===== src/spp_pkg.sv =====
// servo position parameter block: register map, reset values, limits
package spp_pkg;
    // register byte offsets (one aligned word each)
    localparam logic [7:0]  SPP_ADDR_CTRL     = 8'h00;
    localparam logic [7:0]  SPP_ADDR_STATUS   = 8'h04;
    localparam logic [7:0]  SPP_ADDR_PGAIN    = 8'h08;
    localparam logic [7:0]  SPP_ADDR_IGAIN    = 8'h0C;
    localparam logic [7:0]  SPP_ADDR_DGAIN    = 8'h10;
    localparam logic [7:0]  SPP_ADDR_STEPMUL  = 8'h14;
    localparam logic [7:0]  SPP_ADDR_ENCMUL   = 8'h18;
    localparam logic [7:0]  SPP_ADDR_BAUD     = 8'h1C;
    localparam logic [7:0]  SPP_ADDR_POS      = 8'h20;
    localparam logic [7:0]  SPP_ADDR_VERSION  = 8'h24;
    localparam logic [7:0]  SPP_ADDR_NV_PGAIN = 8'h28;
    localparam logic [7:0]  SPP_ADDR_NV_IGAIN = 8'h2C;
    localparam logic [7:0]  SPP_ADDR_NV_DGAIN = 8'h30;
    localparam logic [7:0]  SPP_ADDR_NV_STEP  = 8'h34;
    localparam logic [7:0]  SPP_ADDR_NV_BAUD  = 8'h38;
    // control register command bits (write-one pulses)
    localparam int          SPP_CTRL_STORE_GAIN = 0;
    localparam int          SPP_CTRL_STORE_STEP = 1;
    localparam int          SPP_CTRL_STORE_BAUD = 2;
    localparam int          SPP_CTRL_LOAD_GAIN  = 3;
    localparam int          SPP_CTRL_CLR_POS    = 4;
    // widths and limits
    localparam int          SPP_GAIN_W   = 16;
    localparam logic [15:0] SPP_GAIN_MAX = 16'h8000;
    localparam logic [5:0]  SPP_STEP_MIN = 6'h01;
    localparam logic [5:0]  SPP_STEP_MAX = 6'h32;
    // reset values and encoder mode codes
    localparam logic [15:0] SPP_PGAIN_RST = 16'h0032;
    localparam logic [15:0] SPP_IGAIN_RST = 16'h0000;
    localparam logic [15:0] SPP_DGAIN_RST = 16'h0000;
    localparam logic [5:0]  SPP_STEP_RST  = 6'h01;
    localparam logic [1:0]  SPP_ENC_X1    = 2'h0;
    localparam logic [1:0]  SPP_ENC_X2    = 2'h1;
    localparam logic [1:0]  SPP_ENC_X4    = 2'h2;
    localparam logic [2:0]  SPP_BAUD_RST  = 3'h0;
    // arbitrary value, names no product
    localparam logic [15:0] SPP_FW_VERSION = 16'h0100;
    // bus responses
    localparam logic [1:0]  SPP_RESP_OKAY   = 2'h0;
    localparam logic [1:0]  SPP_RESP_SLVERR = 2'h2;
endpackage


===== src/spp_nv_cell.sv =====
// one nonvolatile parameter cell: holds a stored copy until a store strobe
`timescale 1ns/1ps
`default_nettype none
module spp_nv_cell #(
    parameter int              W   = 16,
    parameter logic [W-1:0]    RST = '0
) (
    input  wire logic          clk_i,     // system clock
    input  wire logic          reset_n_i, // async reset, active low
    input  wire logic          store_i,   // write strobe
    input  wire logic [W-1:0]  data_i,    // value to keep
    output logic      [W-1:0]  data_o     // kept value
);
    // reset stands in for the factory-programmed content of the memory
    always_ff @(posedge clk_i or negedge reset_n_i)
    begin
        if (!reset_n_i)
            data_o <= RST;
        else if (store_i)
            data_o <= data_i;
    end
endmodule
`default_nettype wire


===== src/spp_top.sv =====
// servo position parameters: step scaling, encoder decode, gain storage
//
// Behaviour
// RULE_01 each step pulse adds multiplier; range 1..50
// RULE_02 encoder counts one, two or four per cycle
// RULE_03 host can read stored gains back
// RULE_04 store command writes gains to storage
// RULE_05 store request writes step multiplier
// RULE_06 baud save writes rate to storage
// RULE_07 firmware version and all parameters readable
// RULE_08 gains unsigned 0..32768; defaults 50,0,0
`timescale 1ns/1ps
`default_nettype none
module spp_top
    import spp_pkg::*;
(
    input  wire logic        clk_i,          // 100 MHz clock
    input  wire logic        reset_n_i,      // async reset, active low
    input  wire logic        step_i,         // step command line
    input  wire logic        dir_i,          // direction, high = forward
    input  wire logic        enc_a_i,        // encoder channel a
    input  wire logic        enc_b_i,        // encoder channel b
    output logic [31:0]      cmd_pos_o,      // commanded position
    output logic [31:0]      fb_pos_o,       // feedback position
    output logic [15:0]      proportional_gain_o, // active gain
    output logic [15:0]      integral_gain_o,     // active gain
    output logic [15:0]      derivative_gain_o,   // active gain
    output logic [2:0]       baud_sel_o,     // stored baud selection
    input  wire logic [7:0]  s_axi_awaddr,   // write address
    input  wire logic        s_axi_awvalid,  // write address valid
    output logic             s_axi_awready,  // write address ready
    input  wire logic [31:0] s_axi_wdata,    // write data
    input  wire logic [3:0]  s_axi_wstrb,    // byte enables
    input  wire logic        s_axi_wvalid,   // write data valid
    output logic             s_axi_wready,   // write data ready
    output logic [1:0]       s_axi_bresp,    // write response
    output logic             s_axi_bvalid,   // write response valid
    input  wire logic        s_axi_bready,   // write response ready
    input  wire logic [7:0]  s_axi_araddr,   // read address
    input  wire logic        s_axi_arvalid,  // read address valid
    output logic             s_axi_arready,  // read address ready
    output logic [31:0]      s_axi_rdata,    // read data
    output logic [1:0]       s_axi_rresp,    // read response
    output logic             s_axi_rvalid,   // read data valid
    input  wire logic        s_axi_rready    // read data ready
);
    ////////////////////////////////////////////////////////////////////////
    logic [7:0]  aw_addr;
    logic        aw_held;
    logic [31:0] w_data;
    logic [3:0]  w_strb;
    logic        w_held;
    logic        wr_fire;
    logic        wr_ok;
    logic [15:0] nv_pgain;
    logic [15:0] nv_igain;
    logic [15:0] nv_dgain;
    logic [5:0]  nv_step;
    logic [2:0]  nv_baud;
    logic [5:0]  step_mul;
    logic [1:0]  enc_mode;
    logic [2:0]  baud_sel;
    logic        store_gain;
    logic        store_step;
    logic        store_baud;
    logic        load_gain;
    logic        clr_pos;
    logic        step_q;
    logic        enc_a_q;
    logic        enc_b_q;
    logic [15:0] wr_gain;
    logic [31:0] next_rdata;
    logic [1:0]  next_rresp;

    ////////////////////////////////////////////////////////////////////////
    // write channel: address and data taken in either order, then one response
    assign wr_fire = aw_held && w_held && !s_axi_bvalid;
    assign s_axi_awready = !aw_held && !s_axi_bvalid;
    assign s_axi_wready  = !w_held && !s_axi_bvalid;

    always_ff @(posedge clk_i or negedge reset_n_i)
    begin
        if (!reset_n_i)
        begin
            aw_held <= 1'b0;
            aw_addr <= 8'h00;
        end
        else if (s_axi_awvalid && s_axi_awready)
        begin
            aw_held <= 1'b1;
            aw_addr <= s_axi_awaddr;
        end
        else if (wr_fire)
            aw_held <= 1'b0;
    end

    always_ff @(posedge clk_i or negedge reset_n_i)
    begin
        if (!reset_n_i)
        begin
            w_held <= 1'b0;
            w_data <= 32'h0000_0000;
            w_strb <= 4'h0;
        end
        else if (s_axi_wvalid && s_axi_wready)
        begin
            w_held <= 1'b1;
            w_data <= s_axi_wdata;
            w_strb <= s_axi_wstrb;
        end
        else if (wr_fire)
            w_held <= 1'b0;
    end

    // ready outputs are combinational from flops; all other outputs are flops
    always_ff @(posedge clk_i or negedge reset_n_i)
    begin
        if (!reset_n_i)
        begin
            s_axi_bvalid <= 1'b0;
            s_axi_bresp  <= SPP_RESP_OKAY;
        end
        else if (wr_fire)
        begin
            s_axi_bvalid <= 1'b1;
            s_axi_bresp  <= wr_ok ? SPP_RESP_OKAY : SPP_RESP_SLVERR;
        end
        else if (s_axi_bready)
            s_axi_bvalid <= 1'b0;
    end

    // gains take both low bytes; out-of-range values are refused with slverr
    assign wr_gain = w_data[15:0];

    always_comb
    begin
        unique case (aw_addr)
            SPP_ADDR_CTRL, SPP_ADDR_BAUD, SPP_ADDR_ENCMUL:
                wr_ok = 1'b1;
            SPP_ADDR_PGAIN, SPP_ADDR_IGAIN, SPP_ADDR_DGAIN:
                wr_ok = (w_data[31:16] == 16'h0000) && (wr_gain <= SPP_GAIN_MAX); // RULE_08
            SPP_ADDR_STEPMUL:
                wr_ok = (w_data[31:6] == 26'h0) && (w_data[5:0] >= SPP_STEP_MIN)
                        && (w_data[5:0] <= SPP_STEP_MAX); // RULE_01
            default:
                wr_ok = 1'b0;
        endcase
    end

    ////////////////////////////////////////////////////////////////////////
    // working parameters
    always_ff @(posedge clk_i or negedge reset_n_i)
    begin
        if (!reset_n_i)
        begin
            proportional_gain_o <= SPP_PGAIN_RST; // RULE_08
            integral_gain_o     <= SPP_IGAIN_RST;
            derivative_gain_o   <= SPP_DGAIN_RST;
        end
        else if (load_gain)
        begin
            proportional_gain_o <= nv_pgain; // RULE_03
            integral_gain_o     <= nv_igain;
            derivative_gain_o   <= nv_dgain;
        end
        else if (wr_fire && wr_ok && w_strb[1:0] == 2'h3)
        begin
            if (aw_addr == SPP_ADDR_PGAIN)
                proportional_gain_o <= wr_gain;
            if (aw_addr == SPP_ADDR_IGAIN)
                integral_gain_o <= wr_gain;
            if (aw_addr == SPP_ADDR_DGAIN)
                derivative_gain_o <= wr_gain;
        end
    end

    always_ff @(posedge clk_i or negedge reset_n_i)
    begin
        if (!reset_n_i)
        begin
            step_mul <= SPP_STEP_RST;
            enc_mode <= SPP_ENC_X1;
            baud_sel <= SPP_BAUD_RST;
        end
        else if (wr_fire && wr_ok && w_strb[0])
        begin
            if (aw_addr == SPP_ADDR_STEPMUL)
                step_mul <= w_data[5:0]; // RULE_01
            if (aw_addr == SPP_ADDR_ENCMUL && w_data[1:0] != 2'h3)
                enc_mode <= w_data[1:0]; // RULE_02
            if (aw_addr == SPP_ADDR_BAUD)
                baud_sel <= w_data[2:0];
        end
    end

    // command pulses, one cycle each
    always_ff @(posedge clk_i or negedge reset_n_i)
    begin
        if (!reset_n_i)
        begin
            store_gain <= 1'b0;
            store_step <= 1'b0;
            store_baud <= 1'b0;
            load_gain  <= 1'b0;
            clr_pos    <= 1'b0;
        end
        else
        begin
            store_gain <= wr_fire && aw_addr == SPP_ADDR_CTRL && w_strb[0]
                          && w_data[SPP_CTRL_STORE_GAIN]; // RULE_04
            store_step <= wr_fire && aw_addr == SPP_ADDR_CTRL && w_strb[0]
                          && w_data[SPP_CTRL_STORE_STEP]; // RULE_05
            store_baud <= wr_fire && aw_addr == SPP_ADDR_CTRL && w_strb[0]
                          && w_data[SPP_CTRL_STORE_BAUD]; // RULE_06
            load_gain  <= wr_fire && aw_addr == SPP_ADDR_CTRL && w_strb[0]
                          && w_data[SPP_CTRL_LOAD_GAIN];
            clr_pos    <= wr_fire && aw_addr == SPP_ADDR_CTRL && w_strb[0]
                          && w_data[SPP_CTRL_CLR_POS];
        end
    end

    ////////////////////////////////////////////////////////////////////////
    // nonvolatile copies
    spp_nv_cell #(.W(16), .RST(SPP_PGAIN_RST)) u_nv_p (
        .clk_i     (clk_i),
        .reset_n_i (reset_n_i),
        .store_i   (store_gain),
        .data_i    (proportional_gain_o),
        .data_o    (nv_pgain)
    );
    spp_nv_cell #(.W(16), .RST(SPP_IGAIN_RST)) u_nv_i (
        .clk_i     (clk_i),
        .reset_n_i (reset_n_i),
        .store_i   (store_gain),
        .data_i    (integral_gain_o),
        .data_o    (nv_igain)
    );
    spp_nv_cell #(.W(16), .RST(SPP_DGAIN_RST)) u_nv_d (
        .clk_i     (clk_i),
        .reset_n_i (reset_n_i),
        .store_i   (store_gain),
        .data_i    (derivative_gain_o),
        .data_o    (nv_dgain)
    );
    spp_nv_cell #(.W(6), .RST(SPP_STEP_RST)) u_nv_step (
        .clk_i     (clk_i),
        .reset_n_i (reset_n_i),
        .store_i   (store_step),
        .data_i    (step_mul),
        .data_o    (nv_step)
    );
    spp_nv_cell #(.W(3), .RST(SPP_BAUD_RST)) u_nv_baud (
        .clk_i     (clk_i),
        .reset_n_i (reset_n_i),
        .store_i   (store_baud),
        .data_i    (baud_sel),
        .data_o    (nv_baud)
    );

    always_ff @(posedge clk_i or negedge reset_n_i)
    begin
        if (!reset_n_i)
            baud_sel_o <= SPP_BAUD_RST;
        else
            baud_sel_o <= nv_baud; // RULE_06
    end

    ////////////////////////////////////////////////////////////////////////
    // step input: rising edge moves position by the multiplier, up when dir_i is high, down when low
    always_ff @(posedge clk_i or negedge reset_n_i)
    begin
        if (!reset_n_i)
        begin
            step_q    <= 1'b0;
            cmd_pos_o <= 32'h0000_0000;
        end
        else
        begin
            step_q <= step_i;
            if (clr_pos)
                cmd_pos_o <= 32'h0000_0000;
            else if (step_i && !step_q)
                cmd_pos_o <= dir_i ? cmd_pos_o + {26'h0, step_mul}
                                   : cmd_pos_o - {26'h0, step_mul}; // RULE_01
        end
    end

    // quadrature: x1 counts a rising, x2 both a edges, x4 every edge
    always_ff @(posedge clk_i or negedge reset_n_i)
    begin
        if (!reset_n_i)
        begin
            enc_a_q  <= 1'b0;
            enc_b_q  <= 1'b0;
            fb_pos_o <= 32'h0000_0000;
        end
        else
        begin
            enc_a_q <= enc_a_i;
            enc_b_q <= enc_b_i;
            if (clr_pos)
                fb_pos_o <= 32'h0000_0000;
            else if (enc_a_i != enc_a_q
                     && (enc_mode != SPP_ENC_X1 || enc_a_i))
                fb_pos_o <= (enc_a_i ^ enc_b_i) ? fb_pos_o - 32'h1
                                                : fb_pos_o + 32'h1; // RULE_02
            else if (enc_b_i != enc_b_q && enc_mode == SPP_ENC_X4)
                fb_pos_o <= (enc_a_i ^ enc_b_i) ? fb_pos_o + 32'h1
                                                : fb_pos_o - 32'h1; // RULE_02
        end
    end

    ////////////////////////////////////////////////////////////////////////
    // read channel: one cycle after address acceptance
    assign s_axi_arready = !s_axi_rvalid;

    always_comb
    begin
        next_rresp = SPP_RESP_OKAY;
        unique case (s_axi_araddr)
            SPP_ADDR_CTRL:     next_rdata = 32'h0000_0000;
            SPP_ADDR_STATUS:   next_rdata = {30'h0, enc_mode};
            SPP_ADDR_PGAIN:    next_rdata = {16'h0, proportional_gain_o};
            SPP_ADDR_IGAIN:    next_rdata = {16'h0, integral_gain_o};
            SPP_ADDR_DGAIN:    next_rdata = {16'h0, derivative_gain_o};
            SPP_ADDR_STEPMUL:  next_rdata = {26'h0, step_mul};
            SPP_ADDR_ENCMUL:   next_rdata = {30'h0, enc_mode};
            SPP_ADDR_BAUD:     next_rdata = {29'h0, baud_sel};
            SPP_ADDR_POS:      next_rdata = fb_pos_o;
            SPP_ADDR_VERSION:  next_rdata = {16'h0, SPP_FW_VERSION}; // RULE_07
            SPP_ADDR_NV_PGAIN: next_rdata = {16'h0, nv_pgain}; // RULE_03
            SPP_ADDR_NV_IGAIN: next_rdata = {16'h0, nv_igain}; // RULE_03
            SPP_ADDR_NV_DGAIN: next_rdata = {16'h0, nv_dgain}; // RULE_03
            SPP_ADDR_NV_STEP:  next_rdata = {26'h0, nv_step}; // RULE_07
            SPP_ADDR_NV_BAUD:  next_rdata = {29'h0, nv_baud}; // RULE_07
            default:
            begin
                next_rdata = 32'h0000_0000;
                next_rresp = SPP_RESP_SLVERR;
            end
        endcase
    end

    always_ff @(posedge clk_i or negedge reset_n_i)
    begin
        if (!reset_n_i)
        begin
            s_axi_rvalid <= 1'b0;
            s_axi_rdata  <= 32'h0000_0000;
            s_axi_rresp  <= SPP_RESP_OKAY;
        end
        else if (s_axi_arvalid && s_axi_arready)
        begin
            s_axi_rvalid <= 1'b1;
            s_axi_rdata  <= next_rdata;
            s_axi_rresp  <= next_rresp;
        end
        else if (s_axi_rready)
            s_axi_rvalid <= 1'b0;
    end

    ////////////////////////////////////////////////////////////////////////
    property p_step_adv;
        @(posedge clk_i) disable iff (!reset_n_i)
        (step_i && !step_q && !clr_pos && dir_i)
            |=> cmd_pos_o == $past(cmd_pos_o) + {26'h0, $past(step_mul)};
    endproperty
    a_step_adv: assert property (p_step_adv) else $error("step advance wrong"); // RULE_01
    property p_step_range;
        @(posedge clk_i) disable iff (!reset_n_i)
        step_mul >= SPP_STEP_MIN && step_mul <= SPP_STEP_MAX;
    endproperty
    a_step_range: assert property (p_step_range) else $error("step mult range"); // RULE_01
    property p_enc_x1;
        @(posedge clk_i) disable iff (!reset_n_i)
        (enc_mode == SPP_ENC_X1 && !clr_pos && enc_b_i == enc_b_q && enc_a_i == enc_a_q)
            |=> fb_pos_o == $past(fb_pos_o);
    endproperty
    a_enc_x1: assert property (p_enc_x1) else $error("encoder moved idle"); // RULE_02
    property p_load;
        @(posedge clk_i) disable iff (!reset_n_i)
        load_gain |=> proportional_gain_o == $past(nv_pgain);
    endproperty
    a_load: assert property (p_load) else $error("gain load wrong"); // RULE_03
    property p_store_gain;
        @(posedge clk_i) disable iff (!reset_n_i)
        store_gain |=> nv_igain == $past(integral_gain_o);
    endproperty
    a_store_gain: assert property (p_store_gain) else $error("gain store wrong"); // RULE_04
    property p_store_step;
        @(posedge clk_i) disable iff (!reset_n_i)
        store_step |=> nv_step == $past(step_mul);
    endproperty
    a_store_step: assert property (p_store_step) else $error("step store wrong"); // RULE_05
    property p_store_baud;
        @(posedge clk_i) disable iff (!reset_n_i)
        store_baud |=> ##1 baud_sel_o == $past(baud_sel, 2);
    endproperty
    a_store_baud: assert property (p_store_baud) else $error("baud store wrong"); // RULE_06
    property p_version;
        @(posedge clk_i) disable iff (!reset_n_i)
        (s_axi_arvalid && s_axi_arready && s_axi_araddr == SPP_ADDR_VERSION)
            |=> s_axi_rvalid && s_axi_rdata == {16'h0, SPP_FW_VERSION};
    endproperty
    a_version: assert property (p_version) else $error("version read wrong"); // RULE_07
    property p_gain_max;
        @(posedge clk_i) disable iff (!reset_n_i)
        proportional_gain_o <= SPP_GAIN_MAX && integral_gain_o <= SPP_GAIN_MAX
            && derivative_gain_o <= SPP_GAIN_MAX;
    endproperty
    a_gain_max: assert property (p_gain_max) else $error("gain over limit"); // RULE_08
    c_store: cover property (@(posedge clk_i) disable iff (!reset_n_i) store_gain);
    c_step: cover property (@(posedge clk_i) disable iff (!reset_n_i)
        step_i && !step_q && step_mul == SPP_STEP_MAX);
    c_x4: cover property (@(posedge clk_i) disable iff (!reset_n_i)
        enc_mode == SPP_ENC_X4 && enc_b_i != enc_b_q);
endmodule
`default_nettype wire


===== config.mk =====
export PLATFORM = sky130hd
export DESIGN_NAME = spp_top
export DESIGN_NICKNAME = d
export VERILOG_FILES = /design/src/spp_pkg.sv /design/src/spp_nv_cell.sv /design/src/spp_top.sv
export SDC_FILE = /design/constraint.sdc
export NUM_CORES = 1
export LEC_CHECK = 0
export BUFFER_PORTS_ARGS = -buffer_cell sky130_fd_sc_hd__buf_2
export CAP_MARGIN = 20
export CORE_MARGIN = 4
export CORE_UTILIZATION = 58
export CTS_CLUSTER_DIAMETER = 100
export CTS_CLUSTER_SIZE = 28
export DETAILED_ROUTE_END_ITERATION = 10
export GPL_TIMING_DRIVEN = 1
export PLACE_DENSITY = 0.8
export SYNTH_ARGS = -nofsm -noshare
export SYNTH_HDL_FRONTEND = slang
export SYNTH_HIERARCHICAL = 1
export SYNTH_SLANG_ARGS = --single-unit

===== constraint.sdc =====
create_clock -name clk_i -period 4.9 [get_ports clk_i]
set_input_delay 0 -clock clk_i [delete_from_list [all_inputs] [get_ports clk_i]]
set_output_delay 0 -clock clk_i [all_outputs]
set_load 0.005 [all_outputs]

Yosys cells after proc, flatten, opt, wreduce, memory -nomap -nowiden
Index checks and enable logic that the tools add are counted.
- flip-flop bits (word level): 273
- input bits: 63
- word-level logic and storage cells: 148
- $add $sub $neg: 4
- order comparisons: 3
- equal/unequal tests: 25
- multiplexer cells: 28
- bitwise logic cells: 1
- reductions and logical operators: 55
- operators by type and width (operator ; number):
    $pmux W32 S13 ; 1
    $mux W32 ; 8
    $mux W16 ; 9
    $eq A8 B5 Y1 const B ; 8
    $eq A8 B6 Y1 const B ; 7
    $add A32 B1 Y32 const B ; 1
    $add A32 B6 Y32 ; 1
    $eq A8 B4 Y1 const B ; 4
    $sub A32 B1 Y32 const B ; 1
    $sub A32 B6 Y32 ; 1
    $logic_not A26 Y1 ; 1
    $logic_and A1 B1 Y1 ; 24
    $reduce_bool A2 Y1 ; 10
    $le A16 B16 Y1 const B ; 1
    $logic_not A16 Y1 ; 1
    $logic_not A8 Y1 ; 2
    $reduce_or A15 Y1 ; 1
    $reduce_and A2 Y1 ; 6
    $eq A8 B3 Y1 const B ; 1
    $mux W1 ; 7
    $ge A6 B1 Y1 const B ; 1
    $le A6 B6 Y1 const B ; 1
    $reduce_or A3 Y1 ; 2
    $logic_not A1 Y1 ; 5
    other kinds (9) ; 12

Longest topological paths before layout
- word-level depth: 8
- depth in mapped cells: 14

Modules after synthesis
The synthesis kept the hierarchy.
- by module, submodules not included (module ; times used ; cells an instance ; area an instance (µm²) ; seq. area each (µm²)):
    spp_top ; 1 ; 1270 ; 12006.5 ; 5360.1
    spp_nv_cell at u_nv_d ... ; 2 ; 34 ; 649.4 ; 400.4
    spp_nv_cell at u_nv_p ; 1 ; 34 ; 653.1 ; 404.1
    spp_nv_cell at u_nv_step ; 1 ; 13 ; 252.7 ; 151.4
    spp_nv_cell at u_nv_baud ; 1 ; 6 ; 108.9 ; 75.1

Worst setup path before layout
No wires, ideal clock.
- path kind: register to register
- from: register step_mul[2]
- to: register cmd_pos_o[29]
- arrival: 3378 ps
- required time: 4831 ps
- path slack: 1454 ps
- cell stages (with the launch flop): 15
- clock period less this slack: 3446 ps
- cell sequence: dfrtp_1 nor3_1 nor3b_1 ha_1 mux2_2 ha_1 nand2_1 nor4_1 nor2_1 a2111o_1 a21oi_1 or2_1 a31oi_1 or4_1 nand3_1
- cells in the longest elaborated chain, start to end: 4
- ends and longest elaborated chain (what ; line ; source):
    from (decl) ; spp_top.sv:60 ; logic [5:0] step_mul;
    from (signal assigned) ; spp_top.sv:188 ; step_mul <= w_data[5:0];
    $sub A32 B6 Y32 or $add A32 B6 Y32 (tied branches) ; spp_top.sv:284, spp_top.sv:283 ;
    $mux W32 (*) ; spp_top.sv:283 ; cmd_pos_o <= dir_i ? cmd_pos_o + {26'h0, step_mul}
    $mux W32 (*) ; spp_top.sv:282 ; else if (step_i && !step_q)
    $mux W32 (*) ; spp_top.sv:280 ; if (clr_pos)
    to (signal assigned) ; spp_top.sv:283 ;
    to (decl) ; spp_top.sv:23 ; output logic [31:0] cmd_pos_o,
Every way passes the cells marked *; elsewhere a longest branch is shown, timed or not. The select of a mux whose other input is x is not followed.
A chain may end at the register's enable or synchronous reset.

Worst setup path after layout
- from: register step_mul[0]
- to: register cmd_pos_o[29]
Same word-level chain as after synthesis.

==> results.txt <==
Dividing the detail-routed wire length by the instance count gives 20.1 µm. The number of nets still failing antenna checks after routing came out at 0. The detailed router finished its first iteration with 1,238 violations.

The die is 165 µm wide. Net switching is 34.4% of the power. The tools report the number of sinks on the clock net as 271. Tracing the worst setup path back leads to its startpoint at step_mul[0]. The height of the die works out to 165 µm. In this run the clock root is driven by a sky130_fd_sc_hd__clkbuf_16. The run gives 39.0 mm as the total routed wirelength. The initial antenna violation count is 0, and the clock transition at the register clock pins on the worst setup and hold paths after CTS is 0.11 ns. The logs give 11,300 for the via count of the first global-routing pass and 0 for the remaining design rule violation count.

The maximum resistive drop on vdd is 417 µV. The die covers 0.0273 mm². Largest fanout on the critical path: 8. Row generation in the floorplan step produced 57 rows. The via count came out at 11,800.

The run gives 5.94 mW as the total power draw. At the pin with the least slew margin, the transition time is 1.04 ns. Number of setup buffers added after CTS: 0. After technology mapping, the gate count stands at 1,391. For the H-tree depth reported by CTS, the log shows 1. Combinational cells account for 23.6% of the total power. Per report_power, the sequential group accounts for 53.5% of the total. The tools report the internal power consumption as 3.89 mW. The prevailing post-synth register cell is sky130_fd_sc_hd__dfrtp_1.

No sink is reached through more buffers than the 3 on the longest clock path. In this run the power spent charging and discharging nets is 2.04 mW. The congestion estimate from routability-driven global placement came to 0.917. The cell area that synthesis handed to floorplanning was 0.0143 mm². The critical path is of the reg -> reg type. The layout cell share with drive strength beyond 1 works out to 24.4%. The layout overhead on the synthesized area came out at 15.5%. Using the TritonRoute via totals, the vias-per-cell ratio works out to 6.09.

Summed over all layers, the global routing overflow is 0. The achievable clock frequency came out at 0.251 GHz. The first global-routing pass estimated 61.4 mm of wire.

The Yosys step of the flow raised 6 warnings. The initial utilization of the core area, before any placement, comes to 58.9%. The clock network accounts for 22.9% of the total power. The first TritonRoute pass finished after 5 iterations. In this run the tightest slew margin relative to its limit is 30.6%. The distinct cell type count of the synthesized netlist is 77, and the number of enable flip-flop cells after synthesis is 0.

The minimum clock period after layout works out to 3.98 ns. The library cell used most frequently in the layout, excluding fill and tap cells, is sky130_fd_sc_hd__dfrtp_1. Once placement completed, the tool counted placed cells totaling 1,863. The worst path required time is 5.33 ns, and the post-detailed-placement half-perimeter wirelength is 26.6 mm.

The clock skew after layout came out at 0.0268 ns. The library cells used most frequently in the layout, excluding fill and tap cells, are sky130_fd_sc_hd__dfrtp_1 (260), sky130_fd_sc_hd__buf_2 (213), sky130_fd_sc_hd__nand2_1 (171), sky130_fd_sc_hd__nor2_1 (102), sky130_fd_sc_hd__a21oi_1 (79). STA classifies the critical path startpoint as a flop.

The post-route clock period utilization works out to 81.2%. The aggregate global-route resource usage was 28.2%. The average instance area after synthesis was 10.3 µm²; the largest net degree at the start of global routing was 126.

TritonCTS built the clock tree. 0 antenna diodes ended up in the layout. The number of buffers added on ports was 214; the number of placed I/O pins was 219. Setup total negative slack on the finished layout was measured at 0 ns.

The reg-to-reg critical path startpoint was step_mul[0]. For the later-pin clock latency in the skew report, the log shows 0.50 ns. The logs give 0 for the final count of hold timing violations and 7.96 nW for the static leakage. Clock tree synthesis inserted a total of 14 buffers. After the flow finishes, the layout carries non-filler instances totaling 1,941. The floorplan step defined a core boundary enclosing 0.0243 mm². The async set-reset flop share out of synthesis came out at 100%. Type of the worst min-delay path: in -> reg. Setup repair after global routing left no endpoint under its margin. In this run, synthesis produced a sequential element count of 271. The flow ran to the end, and the final reports show no timing, DRC or antenna violations.

The worst setup path is captured at a flop. The post-synthesis sequential area ratio is 47.4%, and the final number of max-transition violations is 0. The worst hold path begins at s_axi_araddr[0]. The number of setup violations in the final report is 0, and the count of nets after finishing is 1,709. For this design the ratio of total power to cell area is 359 mW/mm².

Max-cap violations in this run came to 0. The arrival time at the worst endpoint came out at 4.41 ns.
registers in the layout (all words and copies together) (netlist names), 2 cells and up:
name	count
u_nv_baud/data_o	3
derivative_gain_o	16
u_nv_p/data_o	16
u_nv_d/data_o	16
cmd_pos_o	32
fb_pos_o	32
aw_addr	8
u_nv_i/data_o	16
baud_sel	3
s_axi_rdata	32
proportional_gain_o	16
w_data	32
step_mul	6
integral_gain_o	16
w_strb	2
enc_mode	2
baud_sel_o	3
u_nv_step/data_o	6
per-stage QoR:
step	util (%)	cell area, µm²	hold WS [ns]	setup slack (ns)
after floorplan	-	14300	-0.296	1.45
after global placement	64.0	15600	0.134	1.08
after detailed placement	64.0	15600	0.140	0.960
after CTS	68.0	16500	0.0757	0.936
after global routing	68.0	16500	0.157	0.553
final	68.0	16500	0.0936	0.919
synth_stat cells (5+ instances only):
| master | n | area (µm²) |
|---|---|---|
| sky130_fd_sc_hd__buf_6 | 7 | 78.8 |
| sky130_fd_sc_hd__a221oi_1 | 16 | 140 |
| sky130_fd_sc_hd__mux2_1 | 5 | 56.3 |
| sky130_fd_sc_hd__or4_1 | 7 | 52.6 |
| sky130_fd_sc_hd__and3_1 | 14 | 87.6 |
| sky130_fd_sc_hd__xnor2_1 | 35 | 307 |
| sky130_fd_sc_hd__nand3_1 | 42 | 210 |
| sky130_fd_sc_hd__a222oi_1 | 21 | 210 |
| sky130_fd_sc_hd__a31oi_1 | 29 | 181 |
| sky130_fd_sc_hd__dfstp_2 | 8 | 210 |
| sky130_fd_sc_hd__nor4_1 | 16 | 100 |
| sky130_fd_sc_hd__mux2i_1 | 50 | 500 |
| sky130_fd_sc_hd__nor2b_1 | 7 | 43.8 |
| sky130_fd_sc_hd__and2_1 | 10 | 62.6 |
| sky130_fd_sc_hd__a211oi_1 | 11 | 82.6 |
| sky130_fd_sc_hd__a22o_1 | 12 | 105 |
| sky130_fd_sc_hd__dfrtp_1 | 263 | 6580 |
| sky130_fd_sc_hd__nand3b_1 | 8 | 60.1 |
| sky130_fd_sc_hd__mux2_2 | 70 | 788 |
| sky130_fd_sc_hd__nand2b_1 | 9 | 56.3 |
| sky130_fd_sc_hd__nor2_1 | 104 | 390 |
| sky130_fd_sc_hd__a21oi_1 | 79 | 395 |
| sky130_fd_sc_hd__o21ai_1 | 12 | 60.1 |
| sky130_fd_sc_hd__nand2_1 | 171 | 642 |
| sky130_fd_sc_hd__a21o_1 | 15 | 113 |
| sky130_fd_sc_hd__buf_2 | 7 | 35.0 |
| sky130_fd_sc_hd__nand4_1 | 14 | 87.6 |
| sky130_fd_sc_hd__ha_1 | 36 | 450 |
| sky130_fd_sc_hd__o21ai_0 | 64 | 320 |
| sky130_fd_sc_hd__xor2_1 | 15 | 131 |
| sky130_fd_sc_hd__or3_1 | 17 | 106 |
| sky130_fd_sc_hd__clkbuf_1 | 65 | 244 |
| sky130_fd_sc_hd__nor3_1 | 24 | 120 |
| sky130_fd_sc_hd__mux2_4 | 36 | 541 |
| sky130_fd_sc_hd__inv_1 | 17 | 63.8 |
cell type report:
cell class                      count  area [µm²]
Clock inverter                      3        45.0
Fill cell                        1888        7780
Timing Repair Buffer              288        1780
Multi-Input combinational cell   1017        7040
Inverter                           17        63.8
Tap cell                          324         405
Clock buffer                       21         398
Sequential cell                   271        6800
critical path: stages, from the launching register on:
cell	delay [ns]
sky130_fd_sc_hd__dfstp_2	0.60
sky130_fd_sc_hd__nor3_1	0.10
sky130_fd_sc_hd__a21oi_1	0.84
sky130_fd_sc_hd__ha_1	0.36
sky130_fd_sc_hd__nand3_1	0.11
sky130_fd_sc_hd__o211a_1	0.25
sky130_fd_sc_hd__and2_4	0.17
sky130_fd_sc_hd__a2111o_1	0.47
sky130_fd_sc_hd__a21oi_1	0.26
sky130_fd_sc_hd__or2_1	0.16
sky130_fd_sc_hd__a31oi_1	0.10
sky130_fd_sc_hd__or4_1	0.40
sky130_fd_sc_hd__nand3_1	0.08
power groups by stage:
stage / Sequential (mW) / Clock, mW / Combinational [mW]
floorplan: 2.95 / 0 / 0.993
global placement: 3.18 / 0 / 1.31
detailed placement: 3.20 / 0 / 1.37
CTS: 3.15 / 1.39 / 1.41
global route: 3.23 / 1.47 / 1.57
finish: 3.18 / 1.36 / 1.40
layer usage:
| layer | routed length [µm] | up-vias | GRT usage (%) |
|---|---|---|---|
| met5 | 0 | - | 0 |
| met4 | 809 | 0 | 7.18 |
| met3 | 3690 | 54 | 6.53 |
| met2 | 18200 | 496 | 44.9 |
| met1 | 16300 | 5805 | 39.3 |
| li1 | - | 5475 | - |
logic make-up (layout without fill, tap and decap cells):
| kind of cell | after synthesis | after routing | synth area share [%] |
|---|---|---|---|
| muxes | 161 | 161 | 13.2 |
| other | 1 | 2 | 0.0262 |
| xor gates and xnor gates | 51 | 51 | 3.17 |
| DFF | 271 | 271 | 47.4 |
| AOI/OAI and AO/OA | 295 | 295 | 13.4 |
| and+or+nand+nor | 471 | 471 | 16.0 |
| buffers and inverters | 104 | 329 | 3.57 |
| adders and majority gates | 37 | 37 | 3.29 |
path summary, 6_finish.rpt:
| path | to | slack (ns) | depth (start not counted) |
|---|---|---|---|
| max | cmd_pos_o[29] | 0.92 | 12 |
| min | s_axi_rdata[0] | 0.09 | 4 |
| max reg2reg | cmd_pos_o[29] | 0.92 | 12 |
| min reg2reg | baud_sel_o[1] | 0.44 | 0 |
| max in group asynchronous | clr_pos | 3.43 | 3 |
| min in group asynchronous | cmd_pos_o[17] | 0.13 | 2 |
what timing repair did:
| action | in CTS | in global routing |
|---|---|---|
| hold endpoints to repair | 169 | 0 |
| hold buffers | 54 | 0 |
| gates resized for setup | 0 | 0 |
| setup endpoints to repair | 0 | 0 |
(Power assumes the default switching activity.)
